$ cat config.mk
export PLATFORM = sky130hd
export DESIGN_NAME = clock_network_select_gate
export DESIGN_NICKNAME = d
export VERILOG_FILES = /design/src/clock_net_pkg.sv /design/src/clock_control_cell.sv /design/src/clock_network_select_gate.sv
export SDC_FILE = /design/constraint.sdc
export NUM_CORES = 1
export LEC_CHECK = 0
export BUFFER_PORTS_ARGS = -buffer_cell sky130_fd_sc_hd__buf_2
export CORE_ASPECT_RATIO = 0.8
export CORE_UTILIZATION = 54
export CTS_CLUSTER_SIZE = 28
export DETAILED_ROUTE_END_ITERATION = 12
export GPL_ROUTABILITY_DRIVEN = 0
export PLACE_DENSITY_LB_ADDON = 0.08
export SLEW_MARGIN = 20
export SYNTH_ARGS = -nofsm -noshare
export SYNTH_HDL_FRONTEND = slang
export SYNTH_SLANG_ARGS = --single-unit
export TNS_END_PERCENT = 5
$ cat constraint.sdc
create_clock -name MCLK -period 22.6 [get_ports MCLK]
set_clock_uncertainty 0.05 [all_clocks]
set_input_delay 3.39 -clock MCLK [delete_from_list [all_inputs] [get_ports MCLK]]
set_output_delay 3.39 -clock MCLK [all_outputs]
set_load 0.05 [all_outputs]
$ cat src/clock_net_pkg.sv
package clock_net_pkg;
    localparam int NUM_GLOBAL    = 16;
    localparam int NUM_REGIONAL  = 32;
    localparam int REG_PER_QUAD  = 8;
    localparam int QUAD_RES      = 24;
    localparam int NUM_CLK_PIN   = 16;
    localparam int PINS_PER_SIDE = 4;
    localparam int NUM_EXT       = 4;
    localparam int PLL_COUNTERS  = 6;
    localparam int ROW_CLKS      = 6;
    localparam int GRP_CLKS      = 3;
    localparam int IO_CLKS       = 8;
    localparam int GLB_INPUTS    = 5;
    localparam int REG_INPUTS    = 7;
    localparam int NUM_CELLS     = NUM_GLOBAL + NUM_REGIONAL + NUM_EXT;
    localparam int GLB_BASE      = 0;
    localparam int REG_BASE      = GLB_BASE + NUM_GLOBAL;
    localparam int EXT_BASE      = REG_BASE + NUM_REGIONAL;
    localparam int NUM_ROUTE     = ROW_CLKS + GRP_CLKS + IO_CLKS;
    localparam int ROUTE_ROW     = 0;
    localparam int ROUTE_GRP     = ROUTE_ROW + ROW_CLKS;
    localparam int ROUTE_IO      = ROUTE_GRP + GRP_CLKS;
    localparam int DUAL_STRIDE   = REG_PER_QUAD;

    localparam int SEL_W   = 3;
    localparam int DSEL_W  = 2;
    localparam int ROUTE_W = 5;
    localparam int DATA_W  = 8;
    localparam int ADDR_W  = 8;

    // per-cell configuration word layout
    localparam int CFG_SEL_LSB  = 0;
    localparam int CFG_SEL_MSB  = 2;
    localparam int CFG_DYN_MODE = 3;
    localparam int CFG_ON       = 4;
    localparam int CFG_CORNER   = 5;
    localparam int CFG_IO_MUX   = 6;
    localparam int CFG_PAIR     = 7;
    localparam logic [DATA_W-1:0]  CFG_RESET   = 8'h00;
    localparam logic [ROUTE_W-1:0] ROUTE_RESET = 5'h00;

    localparam logic [ADDR_W-1:0] CFG_ADDR_END  = 8'h34;
    localparam logic [ADDR_W-1:0] ROUTE_ADDR    = 8'h40;
    localparam logic [ADDR_W-1:0] ROUTE_ADDR_END = 8'h51;
    localparam logic [ADDR_W-1:0] STAT_ADDR     = 8'h80;
    localparam logic [ADDR_W-1:0] STAT_ADDR_END = 8'hB4;
endpackage : clock_net_pkg

$ cat src/clock_control_cell.sv
`timescale 1ns/100ps
module clock_control_cell
    import clock_net_pkg::*;
#(
    parameter int   N_IN = 5,
    parameter bit   DYN  = 1'b0
) (
    // clock and reset
    input  wire logic                    clk,
    input  wire logic                    rst_n,
    // sources, sampled as levels
    input  wire logic [N_IN-1:0]         src_in,
    // static configuration
    input  wire logic [SEL_W-1:0]        static_sel,
    input  wire logic                    dyn_mode,
    input  wire logic                    corner,
    input  wire logic                    static_on,
    // fabric controls
    input  wire logic [DSEL_W-1:0]       dyn_sel,
    input  wire logic                    dyn_en,
    // network
    output logic                         net_o,
    output logic                         en_o
);
    logic [SEL_W-1:0] sel_r;
    logic [SEL_W-1:0] sel_nxt;
    logic             en_r;
    logic             net_r;
    logic [7:0]       src_pad;
    logic             src;
    logic             dyn_active;

    assign dyn_active = DYN && dyn_mode;
    assign src_pad    = 8'(src_in);
    assign src        = src_pad[sel_r];
    assign net_o      = net_r;
    assign en_o       = en_r;

    // dynamic select reaches only inputs 0..3 (pins and PLLs); logic input 4 is static-only
    always_comb begin
        sel_nxt = static_sel;
        if (dyn_active) begin
            if (corner && dyn_sel[1]) begin
                sel_nxt = sel_r;
            end else begin
                sel_nxt = {1'b0, dyn_sel};
            end
        end
    end

    always_ff @(posedge clk or negedge rst_n) begin
        if (!rst_n) begin
            sel_r <= 3'h0;
        end else begin
            sel_r <= sel_nxt;
        end
    end

    // enable is only retimed while the source is low, so a high phase is never cut short
    always_ff @(posedge clk or negedge rst_n) begin
        if (!rst_n) begin
            en_r <= 1'b0;
        end else if (!src) begin
            en_r <= static_on & dyn_en;
        end
    end

    always_ff @(posedge clk or negedge rst_n) begin
        if (!rst_n) begin
            net_r <= 1'b0;
        end else begin
            net_r <= src & en_r;
        end
    end
endmodule : clock_control_cell

$ cat src/clock_network_select_gate.sv
// The address map and strobed register access were decided locally.
`timescale 1ns/100ps
module clock_network_select_gate
    import clock_net_pkg::*;
(
    // clock and reset
    input  wire logic                                    MCLK,
    input  wire logic                                    RST_B,
    // register port
    input  wire logic [clock_net_pkg::ADDR_W-1:0]        ADDR,
    input  wire logic [clock_net_pkg::DATA_W-1:0]        WDATA,
    input  wire logic                                    WR_STB,
    input  wire logic                                    RD_STB,
    output logic      [clock_net_pkg::DATA_W-1:0]        RDATA,
    // clock sources
    input  wire logic [clock_net_pkg::NUM_CLK_PIN-1:0]   CLK_PIN,
    input  wire logic [2*clock_net_pkg::NUM_GLOBAL-1:0]  GLB_PLL_CLK,
    input  wire logic [clock_net_pkg::NUM_GLOBAL-1:0]    GLB_LOGIC_CLK,
    input  wire logic [2*clock_net_pkg::NUM_REGIONAL-1:0] REG_PLL_CLK,
    input  wire logic [clock_net_pkg::NUM_REGIONAL-1:0]  REG_LOGIC_CLK,
    input  wire logic [clock_net_pkg::PLL_COUNTERS*clock_net_pkg::NUM_EXT-1:0] EXT_PLL_C,
    input  wire logic [clock_net_pkg::NUM_EXT-1:0]       EXT_IO_DATA,
    // fabric controls
    input  wire logic [2*clock_net_pkg::NUM_GLOBAL-1:0]  GLB_DYN_SEL,
    input  wire logic [clock_net_pkg::NUM_GLOBAL-1:0]    GLB_DYN_EN,
    input  wire logic [clock_net_pkg::NUM_REGIONAL-1:0]  REG_DYN_EN,
    input  wire logic [clock_net_pkg::NUM_EXT-1:0]       EXT_DYN_EN,
    // networks
    output logic      [clock_net_pkg::NUM_GLOBAL-1:0]    GLOBAL_CLOCK_NET,
    output logic      [clock_net_pkg::NUM_REGIONAL-1:0]  REGIONAL_CLOCK_NET,
    output logic      [clock_net_pkg::NUM_EXT-1:0]       PLL_OUT_PIN,
    output logic      [clock_net_pkg::GRP_CLKS-1:0]      GROUP_CLK,
    output logic      [clock_net_pkg::IO_CLKS-1:0]       IO_CLK
);
    import clock_net_pkg::*;

    logic                   rst_s1;
    logic                   rst_n;
    logic [DATA_W-1:0]      cfg_r   [NUM_CELLS];
    logic [ROUTE_W-1:0]     route_r [NUM_ROUTE];
    logic [DATA_W-1:0]      rdata_r;
    logic [NUM_CELLS-1:0]   cell_net;
    logic [NUM_CELLS-1:0]   cell_en;
    logic [NUM_REGIONAL-1:0] reg_net_r;
    logic [NUM_REGIONAL-1:0] reg_nxt;
    logic [NUM_EXT-1:0]     pin_r;
    logic [ROW_CLKS-1:0]    row_r;
    logic [GRP_CLKS-1:0]    grp_r;
    logic [IO_CLKS-1:0]     io_r;
    logic [QUAD_RES-1:0]    quad_res;
    logic [31:0]            quad_pad;
    logic [7:0]             row_pad;
    logic [ADDR_W-1:0]      route_off;

    // release of the external reset is retimed; only the second stage is used
    always_ff @(posedge MCLK or negedge RST_B) begin
        if (!RST_B) begin
            rst_s1 <= 1'b0;
            rst_n  <= 1'b0;
        end else begin
            rst_s1 <= 1'b1;
            rst_n  <= rst_s1;
        end
    end

    assign route_off = ADDR - ROUTE_ADDR;

    // configuration image clears to all-off, so unused global and regional networks stay powered down; external cells are tied on
    always_ff @(posedge MCLK or negedge rst_n) begin
        if (!rst_n) begin
            for (int i = 0; i < NUM_CELLS; i++) begin
                cfg_r[i] <= CFG_RESET;
            end
        end else if (WR_STB && ADDR < CFG_ADDR_END) begin
            cfg_r[ADDR[5:0]] <= WDATA;
        end
    end

    always_ff @(posedge MCLK or negedge rst_n) begin
        if (!rst_n) begin
            for (int i = 0; i < NUM_ROUTE; i++) begin
                route_r[i] <= ROUTE_RESET;
            end
        end else if (WR_STB && ADDR >= ROUTE_ADDR && ADDR < ROUTE_ADDR_END) begin
            route_r[route_off[4:0]] <= WDATA[ROUTE_W-1:0];
        end
    end

    // unmapped reads answer zero; a read never stalls
    always_ff @(posedge MCLK or negedge rst_n) begin
        if (!rst_n) begin
            rdata_r <= 8'h00;
        end else if (RD_STB) begin
            if (ADDR < CFG_ADDR_END) begin
                rdata_r <= cfg_r[ADDR[5:0]];
            end else if (ADDR >= ROUTE_ADDR && ADDR < ROUTE_ADDR_END) begin
                rdata_r <= {3'h0, route_r[route_off[4:0]]};
            end else if (ADDR >= STAT_ADDR && ADDR < STAT_ADDR_END) begin
                rdata_r <= {6'h00, cell_en[ADDR[5:0]], cell_net[ADDR[5:0]]};
            end else begin
                rdata_r <= 8'h00;
            end
        end else begin
            rdata_r <= 8'h00;
        end
    end

    assign RDATA = rdata_r;

    // global cells: even pin on input 0, odd pin on input 1, two PLL taps, then fabric logic
    generate
        for (genvar g = 0; g < NUM_GLOBAL; g++) begin : gen_global
            clock_control_cell #(
                .N_IN (GLB_INPUTS),
                .DYN  (1'b1)
            ) u_cell (
                .clk        (MCLK),
                .rst_n      (rst_n),
                .src_in     ({GLB_LOGIC_CLK[g], GLB_PLL_CLK[2*g+1], GLB_PLL_CLK[2*g],
                              CLK_PIN[2*(g%8)+1], CLK_PIN[2*(g%8)]}),
                .static_sel (cfg_r[GLB_BASE+g][CFG_SEL_MSB:CFG_SEL_LSB]),
                .dyn_mode   (cfg_r[GLB_BASE+g][CFG_DYN_MODE]),
                .corner     (cfg_r[GLB_BASE+g][CFG_CORNER]),
                .static_on  (cfg_r[GLB_BASE+g][CFG_ON]),
                .dyn_sel    (GLB_DYN_SEL[2*g +: 2]),
                .dyn_en     (GLB_DYN_EN[g]),
                .net_o      (cell_net[GLB_BASE+g]),
                .en_o       (cell_en[GLB_BASE+g])
            );
        end

        // regional cells draw on the four pins of their own side
        for (genvar r = 0; r < NUM_REGIONAL; r++) begin : gen_regional
            localparam int Q = r / REG_PER_QUAD;
            localparam int P = r ^ DUAL_STRIDE;
            clock_control_cell #(
                .N_IN (REG_INPUTS),
                .DYN  (1'b0)
            ) u_cell (
                .clk        (MCLK),
                .rst_n      (rst_n),
                .src_in     ({REG_LOGIC_CLK[r], REG_PLL_CLK[2*r+1], REG_PLL_CLK[2*r],
                              CLK_PIN[PINS_PER_SIDE*Q +: PINS_PER_SIDE]}),
                .static_sel (cfg_r[REG_BASE+r][CFG_SEL_MSB:CFG_SEL_LSB]),
                .dyn_mode   (1'b0),
                .corner     (cfg_r[REG_BASE+r][CFG_CORNER]),
                .static_on  (cfg_r[REG_BASE+r][CFG_ON]),
                .dyn_sel    (2'h0),
                .dyn_en     (REG_DYN_EN[r]),
                .net_o      (cell_net[REG_BASE+r]),
                .en_o       (cell_en[REG_BASE+r])
            );
            // a paired line carries the same-numbered line of the adjacent quadrant
            always_comb begin
                if (cfg_r[REG_BASE+r][CFG_PAIR]) begin
                    reg_nxt[r] = cell_net[REG_BASE+P] & ~cfg_r[REG_BASE+P][CFG_CORNER];
                end else begin
                    reg_nxt[r] = cell_net[REG_BASE+r];
                end
            end
        end

        for (genvar e = 0; e < NUM_EXT; e++) begin : gen_ext
            clock_control_cell #(
                .N_IN (PLL_COUNTERS),
                .DYN  (1'b0)
            ) u_cell (
                .clk        (MCLK),
                .rst_n      (rst_n),
                .src_in     (EXT_PLL_C[PLL_COUNTERS*e +: PLL_COUNTERS]),
                .static_sel (cfg_r[EXT_BASE+e][CFG_SEL_MSB:CFG_SEL_LSB]),
                .dyn_mode   (1'b0),
                .corner     (1'b0),
                .static_on  (1'b1),
                .dyn_sel    (2'h0),
                .dyn_en     (EXT_DYN_EN[e]),
                .net_o      (cell_net[EXT_BASE+e]),
                .en_o       (cell_en[EXT_BASE+e])
            );
        end
    endgenerate

    always_ff @(posedge MCLK or negedge rst_n) begin
        if (!rst_n) begin
            reg_net_r <= '0;
        end else begin
            reg_net_r <= reg_nxt;
        end
    end

    // dual-purpose pin: ordinary fabric signal unless the cell output is chosen
    always_ff @(posedge MCLK or negedge rst_n) begin
        if (!rst_n) begin
            pin_r <= '0;
        end else begin
            for (int e = 0; e < NUM_EXT; e++) begin
                pin_r[e] <= cfg_r[EXT_BASE+e][CFG_IO_MUX] ? cell_net[EXT_BASE+e] : EXT_IO_DATA[e];
            end
        end
    end

    // first quadrant resources: eight regional lines then all sixteen globals
    assign quad_res = {cell_net[GLB_BASE +: NUM_GLOBAL], reg_net_r[0 +: REG_PER_QUAD]};
    assign quad_pad = 32'(quad_res);
    assign row_pad  = 8'(row_r);

    always_ff @(posedge MCLK or negedge rst_n) begin
        if (!rst_n) begin
            row_r <= '0;
            io_r  <= '0;
        end else begin
            for (int k = 0; k < ROW_CLKS; k++) begin
                row_r[k] <= quad_pad[route_r[ROUTE_ROW+k]];
            end
            for (int k = 0; k < IO_CLKS; k++) begin
                io_r[k] <= quad_pad[route_r[ROUTE_IO+k]];
            end
        end
    end

    // only the low three index bits are decoded: 6 and 7 yield a quiet clock, higher indexes wrap onto the row clocks
    always_ff @(posedge MCLK or negedge rst_n) begin
        if (!rst_n) begin
            grp_r <= '0;
        end else begin
            for (int k = 0; k < GRP_CLKS; k++) begin
                grp_r[k] <= row_pad[route_r[ROUTE_GRP+k][2:0]];
            end
        end
    end

    assign GLOBAL_CLOCK_NET   = cell_net[GLB_BASE +: NUM_GLOBAL];
    assign REGIONAL_CLOCK_NET = reg_net_r;
    assign PLL_OUT_PIN        = pin_r;
    assign GROUP_CLK          = grp_r;
    assign IO_CLK             = io_r;
endmodule : clock_network_select_gate

==> results_dict.tcl <==
set metrics [dict create \
    avgViaCountPerCell 6.50 \
    cp_cell_sequence "buf_2, buf_4, buf_4, nor2b_1, nor2b_1, nand2_1, mux2_2" \
    grt_pass1_vias 27462 \
    cp.required_ns 23.08 \
    clockRootBuffer "clkbuf_16" \
    syn_area_sq_mm 0.0401 \
    synth.distinct_cells 62 \
    vias 26773 \
    min_period_ns 6.26 \
    ys_ff_latch 824 \
    slew_violations 0 \
    busiest_layer "met2" \
    drt_first_iter_violations 2742 \
    grt_use_met1 0.482 \
    antenna_found_initial 8 \
    cap_violations 0 \
    p_seq_frac 0.472 \
    io_pins 363 \
    grtUsageTotal 0.336 \
    cts_tree "yes" \
    cp_num_buf_inv 3 \
    io_buffers 362 \
    wl_mm 125 \
    start_util 0.545 \
    cts-resized-gates 0 \
    fin_hold_ws_ns 0.298 \
    p_int_w 0.00253 \
    critical_path.slowest_cell "nor2b_1" \
    pwr_density_cell_mw_per_mm2 74.7 \
    grt_pass1_wl_mm 185 \
    finalHoldViolCount 0 \
    path_clk_slew_ns 0.06 \
    cts_max_level 3 \
    core-area_sq_mm 0.0736 \
    dieArea_sq_mm 0.0754 \
    cp-start-kind "input pin" \
    critical_path_arrival_ns 6.74 \
    rr_worst_depth 3 \
    layout.cells.most_common "dfrtp_1" \
    use_met2 0.497 \
    hold_path_depth 0 \
    layout.nets 3341 \
    die_h_um 246 \
    clock.fmax_mhz 160 \
    path_depth 7 \
    synth-edff-count 0 \
    clock_sinks 824 \
    fill_cells 5609 \
    clockBufferDepth 3 \
    ant_nets 0 \
    dp_hpwl_mm 85.0 \
    tightest_slew_ns 1.14 \
    fp-row-count 89 \
    power_frac_comb 0.090 \
    fin_crit_sh 0.277 \
    wire_per_inst_um 30.2 \
    crit_family "simple AND/OR/NAND/NOR gates" \
    synthCells 2768 \
    setup_viol 0 \
    ys_seq_area_frac 0.514 \
    ir_drop_mv 0.0612 \
    status "finished, final reports clean" \
    insertion_delay_ns 0.65 \
    ctsHoldBuffers 0 \
    grt_max_degree 88 \
    p_switching_w 0.000862 \
    ys.flop_type "dfrtp_1" \
    die_w_um 307 \
    cp_slowest_stage_delay_ns 0.92 \
    grt_overflow 0 \
    mostFrequentLayoutCells "823 x dfrtp_1, 523 x mux2_2, 354 x buf_2" \
    hold_path_class "register to register" \
    crit_type "input pin to register" \
    cts_made_buffers 84 \
    grt_setup_unrepaired "false" \
    area_growth_pct 13.1 \
    p_leak_nw 21.0 \
    fin_setup_tns_ns 0 \
    p_sw_frac 0.254 \
    crit_fanout 29 \
    first_pass_iters 6 \
    use_met3 0.0870 \
    relSlewSlack 0.241 \
    route.detailed.drc 0 \
    synth.avg_cell_area_sq_um 14.5 \
    post_cts_buffers 0 \
    finalPower_w 0.00339 \
    yosysWarnings 0 \
    critPathCaptureType "register" \
    layout-drive-gt1-share 0.465 \
    async_reset_ff_frac 1.00 \
    clkPwrFrac 0.439 \
    syn-num-nets 3060 \
]
-- area by class of cell --
type	instances	area [sq um]	area share
multi-input combinational	1661	18200	0.400
clock buffer	105	2290	0.0504
timing repair buffer	395	2110	0.0464
clock inverter	45	643	0.0142
antenna	3	7.51	0.000165
sequential	824	20600	0.454
tap	1001	1250	0.0276
inverter	83	312	0.00686
-- routing by layer --
metal / routed length, um / up-vias
met1: 51900 / 14204
met5: 226 / -
met2: 56400 / 1315
met4: 4230 / 10
met3: 11800 / 265
li1: - / 10979
-- power groups by stage --
stage	Combinational [W]	Clock [W]	Sequential (W)
2_1_floorplan	0.000181	0	0.00162
3_3_place_gp	0.000296	0	0.00162
3_5_place_dp	0.000302	0	0.00163
4_1_cts	0.000303	0.00150	0.00160
5_1_grt	0.000324	0.00156	0.00161
6_report	0.000304	0.00149	0.00160
-- per-stage QoR --
stage | instances | area [sq um] | setup WS (ns) | utilization
after floorplan | 2768 | 40100 | 9.17 | -
after global placement | 3964 | 42500 | 15.91 | 0.577
after detailed placement | 3964 | 42500 | 15.86 | 0.577
after CTS | 4114 | 45400 | 16.54 | 0.617
after global routing | 4115 | 45400 | 16.35 | 0.617
final | 4117 | 45400 | 16.34 | 0.617
-- cell usage after synthesis (2+ instances only) --
cell / n / share of area
a31oi_1: 24 / 0.0037
o221ai_1: 35 / 0.0076
a31o_2: 48 / 0.010
inv_1: 82 / 0.0077
nand2_2: 13 / 0.0020
mux2_2: 523 / 0.15
and3_1: 5 / 0.00078
a21o_1: 4 / 0.00075
buf_2: 29 / 0.0036
buf_6: 12 / 0.0034
nand2_1: 146 / 0.014
nor3_1: 6 / 0.00075
dfrtp_1: 824 / 0.51
buf_4: 29 / 0.0054
nand3b_1: 33 / 0.0062
o22ai_1: 21 / 0.0033
clkbuf_1: 118 / 0.011
buf_1: 9 / 0.00084
o211ai_1: 18 / 0.0034
nor2_2: 6 / 0.00094
nand4_1: 2 / 0.00031
a22oi_1: 4 / 0.00075
nor2b_1: 72 / 0.011
mux2_1: 5 / 0.0014
nand3_1: 22 / 0.0027
buf_12: 3 / 0.0015
a32oi_1: 3 / 0.00065
mux4_1: 8 / 0.0052
a21oi_1: 34 / 0.0042
mux2i_1: 108 / 0.027
nor3_4: 4 / 0.0016
nor2_4: 14 / 0.0039
or3_1: 4 / 0.00062
o2111ai_1: 4 / 0.00087
and2_1: 4 / 0.00062
o21ai_0: 88 / 0.011
a221oi_1: 4 / 0.00087
a211oi_1: 3 / 0.00056
a311oi_1: 3 / 0.00065
nand2b_1: 4 / 0.00062
nor2_1: 74 / 0.0069
mux4_2: 296 / 0.17
-- final timing paths --
| path | slack [ns] | from | end |
|---|---|---|---|
| setup / recovery | 16.34 | ADDR[2] | cfg_r[401]$_DFFE_PN0P_ |
| hold / removal | 0.30 | rst_s1$_DFF_PN0_ | rst_n$_DFF_PN0_ |
| setup reg to reg | 19.27 | rst_n$_DFF_PN0_ | REGIONAL_CLOCK_NET[22]$_DFF_PN0_ |
| hold reg to reg | 0.30 | rst_s1$_DFF_PN0_ | rst_n$_DFF_PN0_ |
| max in group asynchronous | 19.27 | rst_n$_DFF_PN0_ | REGIONAL_CLOCK_NET[22]$_DFF_PN0_ |
| min in group asynchronous | 0.31 | rst_n$_DFF_PN0_ | gen_regional[7].u_cell.sel_r[2]$_DFF_PN0_ |
-- flip-flops by register name, indices dropped and copies added (netlist names) --
signal / flops
gen_regional.u_cell.sel_r: 96
REGIONAL_CLOCK_NET: 32
PLL_OUT_PIN: 4
route_r: 85
gen_ext.u_cell.en_o: 4
cfg_r: 416
gen_global.u_cell.en_o: 16
gen_regional.u_cell.en_o: 32
IO_CLK: 8
gen_global.u_cell.sel_r: 48
row_r: 6
RDATA: 8
GROUP_CLK: 3
rst_n: 1
rst_s1: 1
gen_global.u_cell.net_o: 16
gen_regional.u_cell.net_o: 32
gen_ext.u_cell.net_o: 4
gen_ext.u_cell.sel_r: 12
-- cell families after synthesis --
kind of cell,after synthesis,synth area share
compound gates,302,0.0509
buf+inv,283,0.0335
flops,824,0.514
mux,940,0.346
other cells,1,0.0000934
simple gates,418,0.0555
No activity file was read; power rests on OpenSTA's default activity.
